$ cat src/flash_mode_pkg.sv
`default_nettype none
package flash_mode_pkg;
    // Operating modes decoded at reset release
    typedef enum logic [1:0] {
        MODE_NORMAL = 2'b00,
        MODE_PROG = 2'b01,
        MODE_ILLEGAL = 2'b10
    } op_mode_e;
    // Programming links chosen by pulse count
    typedef enum logic [1:0] {
        LINK_NONE = 2'b00,
        LINK_ASYNC = 2'b01,
        LINK_CLOCKED = 2'b10,
        LINK_CLOCKED_HS = 2'b11
    } link_e;
    // Flash macro operations
    typedef enum logic [3:0] {
        OP_INIT = 4'h0,
        OP_ERASE = 4'h1,
        OP_WRITE = 4'h2,
        OP_VERIFY = 4'h3,
        OP_BLANK = 4'h4,
        OP_PIN_CHECK = 4'h5,
        OP_GET_INFO = 4'h6,
        OP_SET_INFO = 4'h7,
        OP_SWAP = 4'h8,
        OP_READ = 4'h9
    } flash_op_e;
    // Sequencer states
    typedef enum logic [1:0] {
        ST_IDLE = 2'b00,
        ST_BUSY = 2'b01,
        ST_DONE = 2'b10
    } seq_state_e;
    localparam int PULSE_MAX = 11;
    localparam logic [3:0] PULSE_ASYNC = 4'h0;
    localparam logic [3:0] PULSE_CLOCKED = 4'h8;
    localparam logic [3:0] PULSE_CLOCKED_HS = 4'h9;
    localparam int SEL_IDLE_CYCLES = 64;
    localparam int OP_CYCLES = 16;
    localparam int ADDR_W = 20;
    localparam int DATA_W = 32;
    localparam int BLOCK_W = 4;
    localparam logic [1:0] SWAP_MASK = 2'h2;
    localparam logic [ADDR_W-1:0] RESET_VECTOR = 20'h00000;
endpackage : flash_mode_pkg
`default_nettype wire

$ cat src/flash_mode_and_self_program_ctrl.sv
// Operation
// - Protect low gives normal; protect high, aux low gives programming; both high illegal.
// - Three programming links: async serial (selectable, but rx is ignored and tx held high), clocked serial, clocked plus handshake.
// - Unused pins hold their reset state while programming.
// - Boot swap exchanges blocks 0,1 with blocks 2,3.
// - No flash instruction fetch while a rewrite runs.
// - Rewrite allowed only while protect pin is high.
// - Maskable interrupts vector to RAM-registered handler during self programming.
// - Macro offers init, erase, write, verify, blank, pin check, info, swap, read.
// - Up to 11 protect-pin pulses select the programming link.
// - Clocked links: programmer clocks, device is slave, MSB first.
`timescale 1ns/1ps
`default_nettype none
module flash_mode_and_self_program_ctrl (
    input wire logic clk_sys_in,
    input wire logic rst_n_in,
    input wire logic mode_protect_pin_in,
    input wire logic mode_aux_pin_in,
    input wire logic async_rx_pin_in,
    input wire logic clocked_data_in_in,
    input wire logic clocked_serial_clock_in,
    output logic async_tx_pin_out,
    output logic clocked_data_out_out,
    output logic handshake_port_pin_out,
    output logic handshake_port_pin_oe_out,
    output logic port_hold_reset_out,
    output logic [1:0] op_mode_out,
    output logic [1:0] link_out,
    output logic link_valid_out,
    output logic [7:0] rx_byte_out,
    output logic rx_byte_valid_out,
    input wire logic [7:0] tx_byte_in,
    input wire logic op_start_in,
    input wire logic [3:0] op_code_in,
    input wire logic [flash_mode_pkg::BLOCK_W-1:0] op_block_in,
    input wire logic [flash_mode_pkg::ADDR_W-1:0] op_addr_in,
    output logic op_busy_out,
    output logic op_done_out,
    output logic op_error_out,
    output logic [flash_mode_pkg::DATA_W-1:0] op_result_out,
    output logic fetch_block_out,
    input wire logic [flash_mode_pkg::ADDR_W-1:0] fetch_addr_in,
    output logic [flash_mode_pkg::ADDR_W-1:0] phys_addr_out,
    input wire logic handler_wr_in,
    input wire logic [flash_mode_pkg::ADDR_W-1:0] handler_addr_in,
    input wire logic irq_in,
    output logic [flash_mode_pkg::ADDR_W-1:0] irq_vector_out
);
    logic sampled;
    logic [1:0] op_mode;
    logic prot_q;
    logic [3:0] pulse_cnt;
    logic [6:0] idle_cnt;
    logic link_done;
    logic [1:0] link;
    logic sck_q;
    logic [2:0] bit_cnt;
    logic [7:0] rx_sh;
    logic [7:0] tx_sh;
    logic swapped;
    logic [flash_mode_pkg::ADDR_W-1:0] handler;
    flash_mode_pkg::seq_state_e state;
    logic [4:0] op_cnt;
    logic [3:0] cur_op;
    logic [1:0] phys_top;

    // Maps a logical block pair through the swap
    function automatic logic [1:0] swap_map(input logic [1:0] top, input logic sw);
        swap_map = sw ? (top ^ flash_mode_pkg::SWAP_MASK) : top;
    endfunction : swap_map

    ////////////////////////////////////////////////////////////////////
    // sample once
    always_ff @(posedge clk_sys_in)
    begin
        if (!rst_n_in)
        begin
            sampled <= 1'b0;
            op_mode <= flash_mode_pkg::MODE_NORMAL;
        end
        else if (!sampled)
        begin
            sampled <= 1'b1;
            if (!mode_protect_pin_in)
                op_mode <= flash_mode_pkg::MODE_NORMAL;
            else if (!mode_aux_pin_in)
                op_mode <= flash_mode_pkg::MODE_PROG;
            else
                op_mode <= flash_mode_pkg::MODE_ILLEGAL;
        end
    end
    assign op_mode_out = op_mode;

    assign port_hold_reset_out = (op_mode == flash_mode_pkg::MODE_PROG);

    ////////////////////////////////////////////////////////////////////
    // count selection pulses
    always_ff @(posedge clk_sys_in)
    begin
        if (!rst_n_in)
        begin
            prot_q <= 1'b1;
            pulse_cnt <= 4'h0;
            idle_cnt <= 7'h00;
            link_done <= 1'b0;
            link <= flash_mode_pkg::LINK_NONE;
        end
        else if (sampled && op_mode == flash_mode_pkg::MODE_PROG && !link_done)
        begin
            prot_q <= mode_protect_pin_in;
            if (prot_q && !mode_protect_pin_in)
            begin
                idle_cnt <= 7'h00;
                if (pulse_cnt < 4'(flash_mode_pkg::PULSE_MAX))
                    pulse_cnt <= pulse_cnt + 4'h1;
            end
            else if (idle_cnt == 7'(flash_mode_pkg::SEL_IDLE_CYCLES))
            begin
                link_done <= 1'b1;
                if (pulse_cnt == flash_mode_pkg::PULSE_ASYNC)
                    link <= flash_mode_pkg::LINK_ASYNC;
                else if (pulse_cnt == flash_mode_pkg::PULSE_CLOCKED)
                    link <= flash_mode_pkg::LINK_CLOCKED;
                else if (pulse_cnt == flash_mode_pkg::PULSE_CLOCKED_HS)
                    link <= flash_mode_pkg::LINK_CLOCKED_HS;
                else
                    link <= flash_mode_pkg::LINK_NONE;
            end
            else
                idle_cnt <= idle_cnt + 7'h01;
        end
    end
    assign link_out = link;
    assign link_valid_out = link_done;

    ////////////////////////////////////////////////////////////////////
    // slave shifter, MSB first
    always_ff @(posedge clk_sys_in)
    begin
        if (!rst_n_in)
        begin
            sck_q <= 1'b1;
            bit_cnt <= 3'h0;
            rx_sh <= 8'h00;
            tx_sh <= 8'h00;
            rx_byte_out <= 8'h00;
            rx_byte_valid_out <= 1'b0;
            clocked_data_out_out <= 1'b1;
        end
        else
        begin
            sck_q <= clocked_serial_clock_in;
            rx_byte_valid_out <= 1'b0;
            if (link[1] && link_done)
            begin
                if (sck_q && !clocked_serial_clock_in)
                begin
                    if (bit_cnt == 3'h0)
                    begin
                        clocked_data_out_out <= tx_byte_in[7];
                        tx_sh <= {tx_byte_in[6:0], 1'b0};
                    end
                    else
                    begin
                        clocked_data_out_out <= tx_sh[7];
                        tx_sh <= {tx_sh[6:0], 1'b0};
                    end
                end
                else if (!sck_q && clocked_serial_clock_in)
                begin
                    rx_sh <= {rx_sh[6:0], clocked_data_in_in};
                    bit_cnt <= bit_cnt + 3'h1;
                    if (bit_cnt == 3'h7)
                    begin
                        rx_byte_out <= {rx_sh[6:0], clocked_data_in_in};
                        rx_byte_valid_out <= 1'b1;
                    end
                end
            end
        end
    end
    assign async_tx_pin_out = 1'b1;
    assign handshake_port_pin_out = (state == flash_mode_pkg::ST_IDLE);
    assign handshake_port_pin_oe_out = link_done && (link == flash_mode_pkg::LINK_CLOCKED_HS);

    ////////////////////////////////////////////////////////////////////
    // macro sequencer
    always_ff @(posedge clk_sys_in)
    begin
        if (!rst_n_in)
        begin
            state <= flash_mode_pkg::ST_IDLE;
            op_cnt <= 5'h00;
            cur_op <= flash_mode_pkg::OP_INIT;
            op_done_out <= 1'b0;
            op_error_out <= 1'b0;
            op_result_out <= '0;
            swapped <= 1'b0;
        end
        else
        begin
            unique case (state)
                flash_mode_pkg::ST_IDLE:
                begin
                    op_done_out <= 1'b0;
                    if (op_start_in)
                    begin
                        cur_op <= op_code_in;
                        op_cnt <= 5'h00;
                        op_error_out <= !mode_protect_pin_in
                            && op_code_in != flash_mode_pkg::OP_INIT
                            && op_code_in != flash_mode_pkg::OP_PIN_CHECK
                            && op_code_in != flash_mode_pkg::OP_GET_INFO
                            && op_code_in != flash_mode_pkg::OP_READ;
                        state <= flash_mode_pkg::ST_BUSY;
                    end
                end
                flash_mode_pkg::ST_BUSY:
                begin
                    op_cnt <= op_cnt + 5'h01;
                    if (op_cnt == 5'(flash_mode_pkg::OP_CYCLES - 1))
                        state <= flash_mode_pkg::ST_DONE;
                end
                flash_mode_pkg::ST_DONE:
                begin
                    op_done_out <= 1'b1;
                    state <= flash_mode_pkg::ST_IDLE;
                    if (cur_op == flash_mode_pkg::OP_PIN_CHECK)
                        op_result_out <= {{(flash_mode_pkg::DATA_W-1){1'b0}}, mode_protect_pin_in};
                    else
                        op_result_out <= {{(flash_mode_pkg::DATA_W-flash_mode_pkg::BLOCK_W){1'b0}},
                            op_block_in};
                    if (cur_op == flash_mode_pkg::OP_SWAP && !op_error_out)
                        swapped <= !swapped;
                end
                default:
                    state <= flash_mode_pkg::ST_IDLE;
            endcase
        end
    end
    assign op_busy_out = (state != flash_mode_pkg::ST_IDLE);

    assign fetch_block_out = op_busy_out;

    assign phys_top = swap_map(fetch_addr_in[flash_mode_pkg::ADDR_W-1 -: 2], swapped);
    assign phys_addr_out = {phys_top, fetch_addr_in[flash_mode_pkg::ADDR_W-3:0]};

    ////////////////////////////////////////////////////////////////////
    // RAM handler vector
    always_ff @(posedge clk_sys_in)
    begin
        if (!rst_n_in)
            handler <= flash_mode_pkg::RESET_VECTOR;
        else if (handler_wr_in)
            handler <= handler_addr_in;
    end
    always_ff @(posedge clk_sys_in)
    begin
        if (!rst_n_in)
            irq_vector_out <= flash_mode_pkg::RESET_VECTOR;
        else if (irq_in)
            irq_vector_out <= op_busy_out ? handler : flash_mode_pkg::RESET_VECTOR;
    end
endmodule : flash_mode_and_self_program_ctrl
`default_nettype wire

$ cat config.mk
export PLATFORM = sky130hd
export DESIGN_NAME = flash_mode_and_self_program_ctrl
export DESIGN_NICKNAME = d
export VERILOG_FILES = /design/src/flash_mode_pkg.sv /design/src/flash_mode_and_self_program_ctrl.sv
export SDC_FILE = /design/constraint.sdc
export NUM_CORES = 1
export LEC_CHECK = 0
export BUFFER_PORTS_ARGS = -buffer_cell sky130_fd_sc_hd__buf_2
export CAP_MARGIN = 20
export CORE_MARGIN = 2
export CORE_UTILIZATION = 35
export CTS_CLUSTER_DIAMETER = 40
export DETAILED_ROUTE_END_ITERATION = 8
export GPL_TIMING_DRIVEN = 0
export MAX_ROUTING_LAYER = met4
export SLEW_MARGIN = 5
export SYNTH_ARGS = -nofsm -noshare
export SYNTH_HDL_FRONTEND = slang
export SYNTH_SLANG_ARGS = --single-unit
$ cat constraint.sdc
create_clock -name clk_sys_in -period 3.5 [get_ports clk_sys_in]
set_input_delay 0.35 -clock clk_sys_in [delete_from_list [all_inputs] [get_ports clk_sys_in]]
set_output_delay 0.35 -clock clk_sys_in [all_outputs]
set_load 0.1 [all_outputs]
==> run summary, run 1 <==
slew margin rel. -> 52.7%
HP Class -> in -> reg
CTS max path bufs -> 2
total core area -> 0.0126 mm²
Worst Tran Pin Value -> 0.710 ns
H-tree Lvls -> 3
clock slew at reported path FFs -> 0.07 ns
vias in the first global route -> 3,545
final setup vio count -> 0
root buffer cell -> clkbuf_16
# IOs -> 181
post-DR vias/cell -> 4.69
Final Skew -> 0.00463 ns
1st-pass router iterations -> 4
power share of the sequential group -> 44.8%
synth top area cells -> dfxtp_1 46%, mux2i_1 8.4%, buf_4 8.1%
via count -> 3,810
IO buf count -> 110
Final WS setup -> 1.41 ns
met1 wire length -> 4.78 mm
Compound-Gate Fraction of Synth Area -> 13.9%
min Tclk post-route -> 2.09 ns
Layout area overhead -> 26.0%
total track usage -> 15.3%
routed wire length -> 10.5 mm
Setup Buffers After CTS -> 0
top cell type by total area after synthesis -> dfxtp_1
CTS buffer count -> 9
RSZ-0062 raised after global routing -> false
CTS sink count -> 104
die area -> 0.0138 mm²
count leader, synth -> dfxtp_1
#FFs+latches synth -> 104
post-route setup TNS -> 0 ns
Die W -> 118 µm
Site Rows -> 41
Synth Instances -> 488
worst skew pair latency -> 0.34 ns
most instantiated cells after synthesis -> 104 x dfxtp_1, 49 x buf_4, 47 x nand2_1
Yosys top cell area share -> 46.0%
Die Ht -> 118 µm
largest family of logic cells by synthesized area -> simple AND/OR/NAND/NOR gates
Pint -> 1920 µW
initial antenna violation count -> 0
largest net degree at the start of global routing -> 16
maxcap violations -> 0
Gate power share -> 17.6%
post-cts gate resize count -> 0
drt drc -> 0
Worst Setup End Kind -> primary output
Critical Path Source Type -> flip-flop
Pleak -> 0.00265 µW
hold slack -> 0.137 ns
Iter 0 DRT Violations -> 149
Post-Synth XOR/XNOR Area -> 0.387%
Net count, final -> 732
ys flop type -> dfxtp_1
status -> finished clean
post-synthesis simple-gate area fraction -> 16.7%
Worst EP arrival -> 1.74 ns
Final ANT Viol Nets -> 0
Util after Layout -> 45.1%
Worst VDD drop -> 0.311 mV
Placement Setup Slack -> 1.47 ns
sequential-to-total area share from yosys stat -> 46.0%
Sw Share -> 29.6%
wire length on met2 -> 4.76 mm
Placed Cells -> 797
ant diodes -> 0
hold buffers post-CTS -> 0
Post-Synth Adder-Cell Area -> 2.77%
Switching Power -> 809 µW
Finished Layout Cells -> 812
worst-path maximum fanout -> 10
multiplexer area fraction after synthesis -> 8.66%
warnings from Yosys -> 0
Final Hold Vio Count -> 0
EDFF count, synth -> 0
HPWL Detailed -> 7.92 mm
Mapped Area -> 0.00452 mm²
PD cells -> 480 mW/mm²
Worst Path Required -> 3.15 ns
first-pass GRT wire length -> 17.0 mm
CTS tree -> built
metal3 WL -> 832 µm
count of cell types in the netlist -> 52
total grt overflow -> 0
wire per inst -> 12.9 µm
initial core utilization -> 35.8%
asr flop ratio synth -> 0%
Final period util -> 59.8%
Mapped Avg Cell Area -> 9.27 µm²
Slew Viols, Final -> 0
routability cong. -> 0.802
highest routed metal layer -> met4
clock share of power -> 37.6%
layout cell share with drive strength beyond 1 -> 28.7%
kind of critical path -> reg -> out
maximum achievable frequency -> 0.478 GHz
==> power groups by stage <==
stage | logic [µW] | registers (µW) | clock network (µW)
floorplan | 371 | 1280 | 0
global placement | 477 | 1250 | 0
detailed placement | 481 | 1250 | 0
CTS | 481 | 1220 | 1050
global route | 502 | 1230 | 1090
finish | 480 | 1230 | 1030
==> flip-flops by register name, summed over array words and instances, names as in the netlist <==
register,flops
link_out,2
op_cnt,5
rx_byte_out,8
clocked_data_out_out,1
bit_cnt,3
op_mode_out,2
handler,20
sampled,1
pulse_cnt,4
cur_op,4
op_error_out,1
swapped,1
irq_vector_out,20
prot_q,1
op_done_out,1
op_result_out,4
sck_q,1
link_valid_out,1
idle_cnt,7
rx_byte_valid_out,1
rx_sh,7
tx_sh,7
state,2
==> worst max-delay path: stages, from the launching register on <==
cell,delay (ns)
dfxtp_1,0.31
clkbuf_1,0.33
or2_2,0.24
buf_4,0.11
buf_2,0.41
==> per-stage QoR <==
step                power (µW)  cell area [µm²]
floorplan                 1650             4620
global placement          1730             5390
finish                    2730             5700
detailed placement        1730             5390
CTS                       2760             5700
global route              2820             5700
==> final cells by class <==
class	instances	area, µm²
buffer	76	469
clock buffer	12	267
clock inverter	3	40.0
fill	1265	6920
inverter	12	45.0
multi-input combinational	323	2030
sequential	104	2080
tap	172	215
timing repair buffer	110	551
==> cells in the final DEF, fill, tap and decap left out, drive strengths merged, types with 4 or more instances in the layout <==
cell      n
a211oi    7
a21oi    31
a22o     20
and3      7
buf     161
clkbuf   37
conb     29
dfxtp   104
ha       10
inv      12
mux2i    38
nand2    47
nand3    19
nor2     39
nor2b     8
o211ai    4
o21ai    13
or4       5
==> final timing paths <==
| check | start | to | slack (ns) | cells past startpoint |
|---|---|---|---|---|
| min | rst_n_in | sampled | 0.14 | 1 |
| min reg2reg | tx_sh[1] | tx_sh[1] | 0.46 | 2 |
| max reg2reg | state[0] | irq_vector_out[1] | 1.74 | 5 |
| max | state[0] | op_busy_out | 1.41 | 4 |
==> layer usage <==
metal / vias to the layer above / GRT usage, %
li1: 1922 / -
met1: 1750 / 18.7
met2: 130 / 24.2
met3: 8 / 5.86
met4: 0 / 3.31
met5: - / -
==> kinds of logic (layout without fill, tap and decap cells) <==
family	Yosys count	count (layout)
xor gates and xnor gates	2	2
DFF	104	104
adders and majority gates	10	10
other	2	29
AOI/OAI and AO/OA	94	94
and+or+nand+nor	149	149
buffers and inverters	88	213
muxes	39	39
Power figures use the tool's default switching activity.
==> inputs of run 2 (changes only) <==
--- a/config.mk
+++ b/config.mk
@@ -5,6 +5,7 @@
 export SDC_FILE = /design/constraint.sdc
 export NUM_CORES = 1
 export LEC_CHECK = 0
+export ABC_AREA = 1
 export BUFFER_PORTS_ARGS = -buffer_cell sky130_fd_sc_hd__buf_2
 export CAP_MARGIN = 20
 export CORE_MARGIN = 2
==> constraint.sdc (replaced) <==
create_clock -name clk_sys_in -period 1.8 [get_ports clk_sys_in]
set_input_delay 0.18 -clock clk_sys_in [delete_from_list [all_inputs] [get_ports clk_sys_in]]
set_output_delay 0.18 -clock clk_sys_in [all_outputs]
set_load 0.1 [all_outputs]
==> run 2 against run 1 <==
  * Sequential share of layout area shrank 0.49 points
  * Cell count increased by 16%
  * First-iteration DRC count increased by 17%
  * Worst setup slack worse by 1.3 ns
  * Area after synthesis rose by 0.55%
  * Critical endpoint unchanged
  * Largest cell class unchanged
==> run summary, run 2 <==
largest registers -> handler: 20 flops, irq_vector_out: 20 flops, rx_byte_out: 8 flops
Synth Instances -> 611 (+25%)
sequential-to-total area share from yosys stat -> 45.8% (-0.25 points)
post-route setup TNS -> 0 ns (unchanged)
H-tree Lvls -> 3 (unchanged)
CTS sink count -> 104 (unchanged)
EDFF count, synth -> 0 (unchanged)
Worst VDD drop -> 0.604 mV (+94%)
CTS max path bufs -> 2 (unchanged)
slew margin rel. -> 59.9% (+7.2 points)
initial core utilization -> 35.9% (+0.052 points)
synth top area cells -> dfxtp_1 46%, nand2_1 8.5%, o21ai_0 8.1%
via count -> 4,130 (+8.4%)
root buffer cell -> clkbuf_16
min Tclk post-route -> 1.70 ns
clock slew at reported path FFs -> 0.07 ns (about the same)
Mapped Avg Cell Area -> 7.44 µm² (-20%)
first-pass GRT wire length -> 17.6 mm (+3.5%)
asr flop ratio synth -> 0% (unchanged)
maximum achievable frequency -> 0.588 GHz
RSZ-0062 raised after global routing -> false
WHS Path Cells -> 3 (+2)
kind of critical path -> reg -> out
Net count, final -> 857 (+17%)
Finished Cell Area -> 0.00580 mm² (+1.8%)
die area -> 0.0139 mm² (+0.54%)
placed inst area -> 0.00547 mm² (+1.5%)
top cell type by total area after synthesis -> dfxtp_1
Slew Viols, Final -> 0 (unchanged)
FF-to-FF path depth -> 9 (+4)
routability cong. -> 0.837 (+4.3%)
1st-pass router iterations -> 4 (unchanged)
Worst Setup End Kind -> primary output
count leader, synth -> dfxtp_1
Worst EP arrival -> 1.52 ns (-0.22 ns)
Final ANT Viol Nets -> 0 (unchanged)
Worst Path Required -> 1.62 ns (-1.53 ns)
total core area -> 0.0127 mm² (+0.41%)
Mapped Area -> 0.00455 mm² (+0.55%)
worst-path maximum fanout -> 3 (-7)
# fillers -> 1,314 (+3.9%)
IO buf count -> 111 (+0.91%)
routed wire length -> 10.5 mm (+0.80%)
Die Ht -> 118 µm (+0.27%)
status -> finished clean
Yosys top cell area share -> 45.8% (-0.25 points)
final setup vio count -> 0 (unchanged)
worst skew pair latency -> 0.34 ns (about the same)
wire per inst -> 11.2 µm (-13%)
most instantiated cells after synthesis -> 104 x dfxtp_1, 103 x nand2_1, 84 x nor2_1
CTS tree -> built
maxcap violations -> 0 (unchanged)
post-DR vias/cell -> 4.40 (-6.3%)
Final Hold Vio Count -> 0 (unchanged)
PD cells -> 933 mW/mm² (+95%)
drt drc -> 0 (unchanged)
Site Rows -> 41 (unchanged)
layout cell share with drive strength beyond 1 -> 26.0% (-2.8 points)
ys flop type -> dfxtp_1
largest net degree at the start of global routing -> 18 (+2)
Placement Setup Slack -> 0.0628 ns (-1.41 ns)
Critical Path Source Type -> flip-flop
Layout area overhead -> 27.5%
HP Class -> in -> reg
Final WS setup -> 0.0983 ns (-1.31 ns)
total track usage -> 15.8% (+0.44 points)
#FFs+latches synth -> 104 (unchanged)
Iter 0 DRT Violations -> 175 (+17%)
Final period util -> 94.5%
commonest non-fill, non-tap cell in the layout -> buf_2
Pleak -> 0.00280 µW (+5.9%)
count of cell types in the netlist -> 29 (-44%)
warnings from Yosys -> 0 (unchanged)
Worst Tran Pin Value -> 0.602 ns (-0.108 ns)
CTS buffer count -> 9 (unchanged)
Final Skew -> 0.00899 ns (+0.00436 ns)
commonest non-fill, non-tap cells in the layout -> 114 x buf_2, 103 x nand2_1, 99 x dfxtp_1
HPWL Detailed -> 8.14 mm (+2.7%)
Die W -> 118 µm (+0.27%)
vias in the first global route -> 3,800 (+7.2%)
# IOs -> 181 (unchanged)
initial antenna violation count -> 0 (unchanged)
total grt overflow -> 0 (unchanged)
## run 2: final cells by class
class	count	area [µm²]	share of cell area (%)
sequential	104	2090	36.1
multi-input combinational	408	1950	33.6
timing repair buffer	112	566	9.76
buffer	73	462	7.96
clock buffer	11	253	4.36
tap	172	215	3.71
inverter	53	200	3.45
clock inverter	5	61.3	1.06
antenna	1	2.50	0.0432
## run 2: layer usage
| layer | track usage, % | part of all wire (%) |
|---|---|---|
| met1 | 19.1 | 46 |
| met2 | 25.3 | 47 |
| met3 | 5.33 | 6.7 |
| met4 | 4.07 | 0.48 |
| met5 | - | 0 |
## run 2: path summary, 6_finish.rpt
path                                         start              endpoint  slack [ns]
worst max-delay path                      state[0]           op_busy_out         0.1
worst min-delay path            handler_addr_in[7]            handler[7]        0.06
worst max register to register          bit_cnt[0]  clocked_data_out_out        0.26
worst min register to register            rx_sh[4]        rx_byte_out[5]        0.46
## run 2: stage by stage
| step | hold WS [ns] | total power [µW] | std cells | util [%] |
|---|---|---|---|---|
| after floorplan | 0.208 | 3270 | 638 | - |
| after global placement | 0.351 | 3420 | 921 | 43.2 |
| after detailed placement | 0.350 | 3430 | 921 | 43.2 |
| after CTS | 0.0439 | 5470 | 938 | 45.7 |
| after global routing | 0.0627 | 5620 | 938 | 45.7 |
| final | 0.0575 | 5410 | 939 | 45.7 |
## run 2: logic make-up (layout without fill, tap and decap cells)
logic type / count (synthesis) / in the layout / synth area share (%)
adders and majority gates: 10 / 10 / 2.75
buffers and inverters: 126 / 254 / 14.6
xor gates and xnor gates: 3 / 3 / 0.578
and+or+nand+nor: 246 / 246 / 22.6
DFF: 104 / 104 / 45.8
AOI/OAI and AO/OA: 120 / 120 / 13.6
other: 2 / 30 / 0.165
## run 2: repair_timing
action | 4_1_cts | 5_1_grt
buffers inserted | 0 | 0
endpoints found under the setup margin | 1 | 0
resized for setup | 1 | 0
hold buffers | 1 | 0
endpoints found under the hold margin | 1 | 0
## run 2: critical path: stages, from the launching register on
cell and delay, ns:
dfxtp_1 0.40, nor2_4 0.07, inv_1 0.16, buf_4 0.14, buf_2 0.41
## run 2: power breakdown
group	internal, µW	total, µW	switching [µW]
clock network	1170	2040	873
registers	2360	2390	35.0
logic	201	980	779
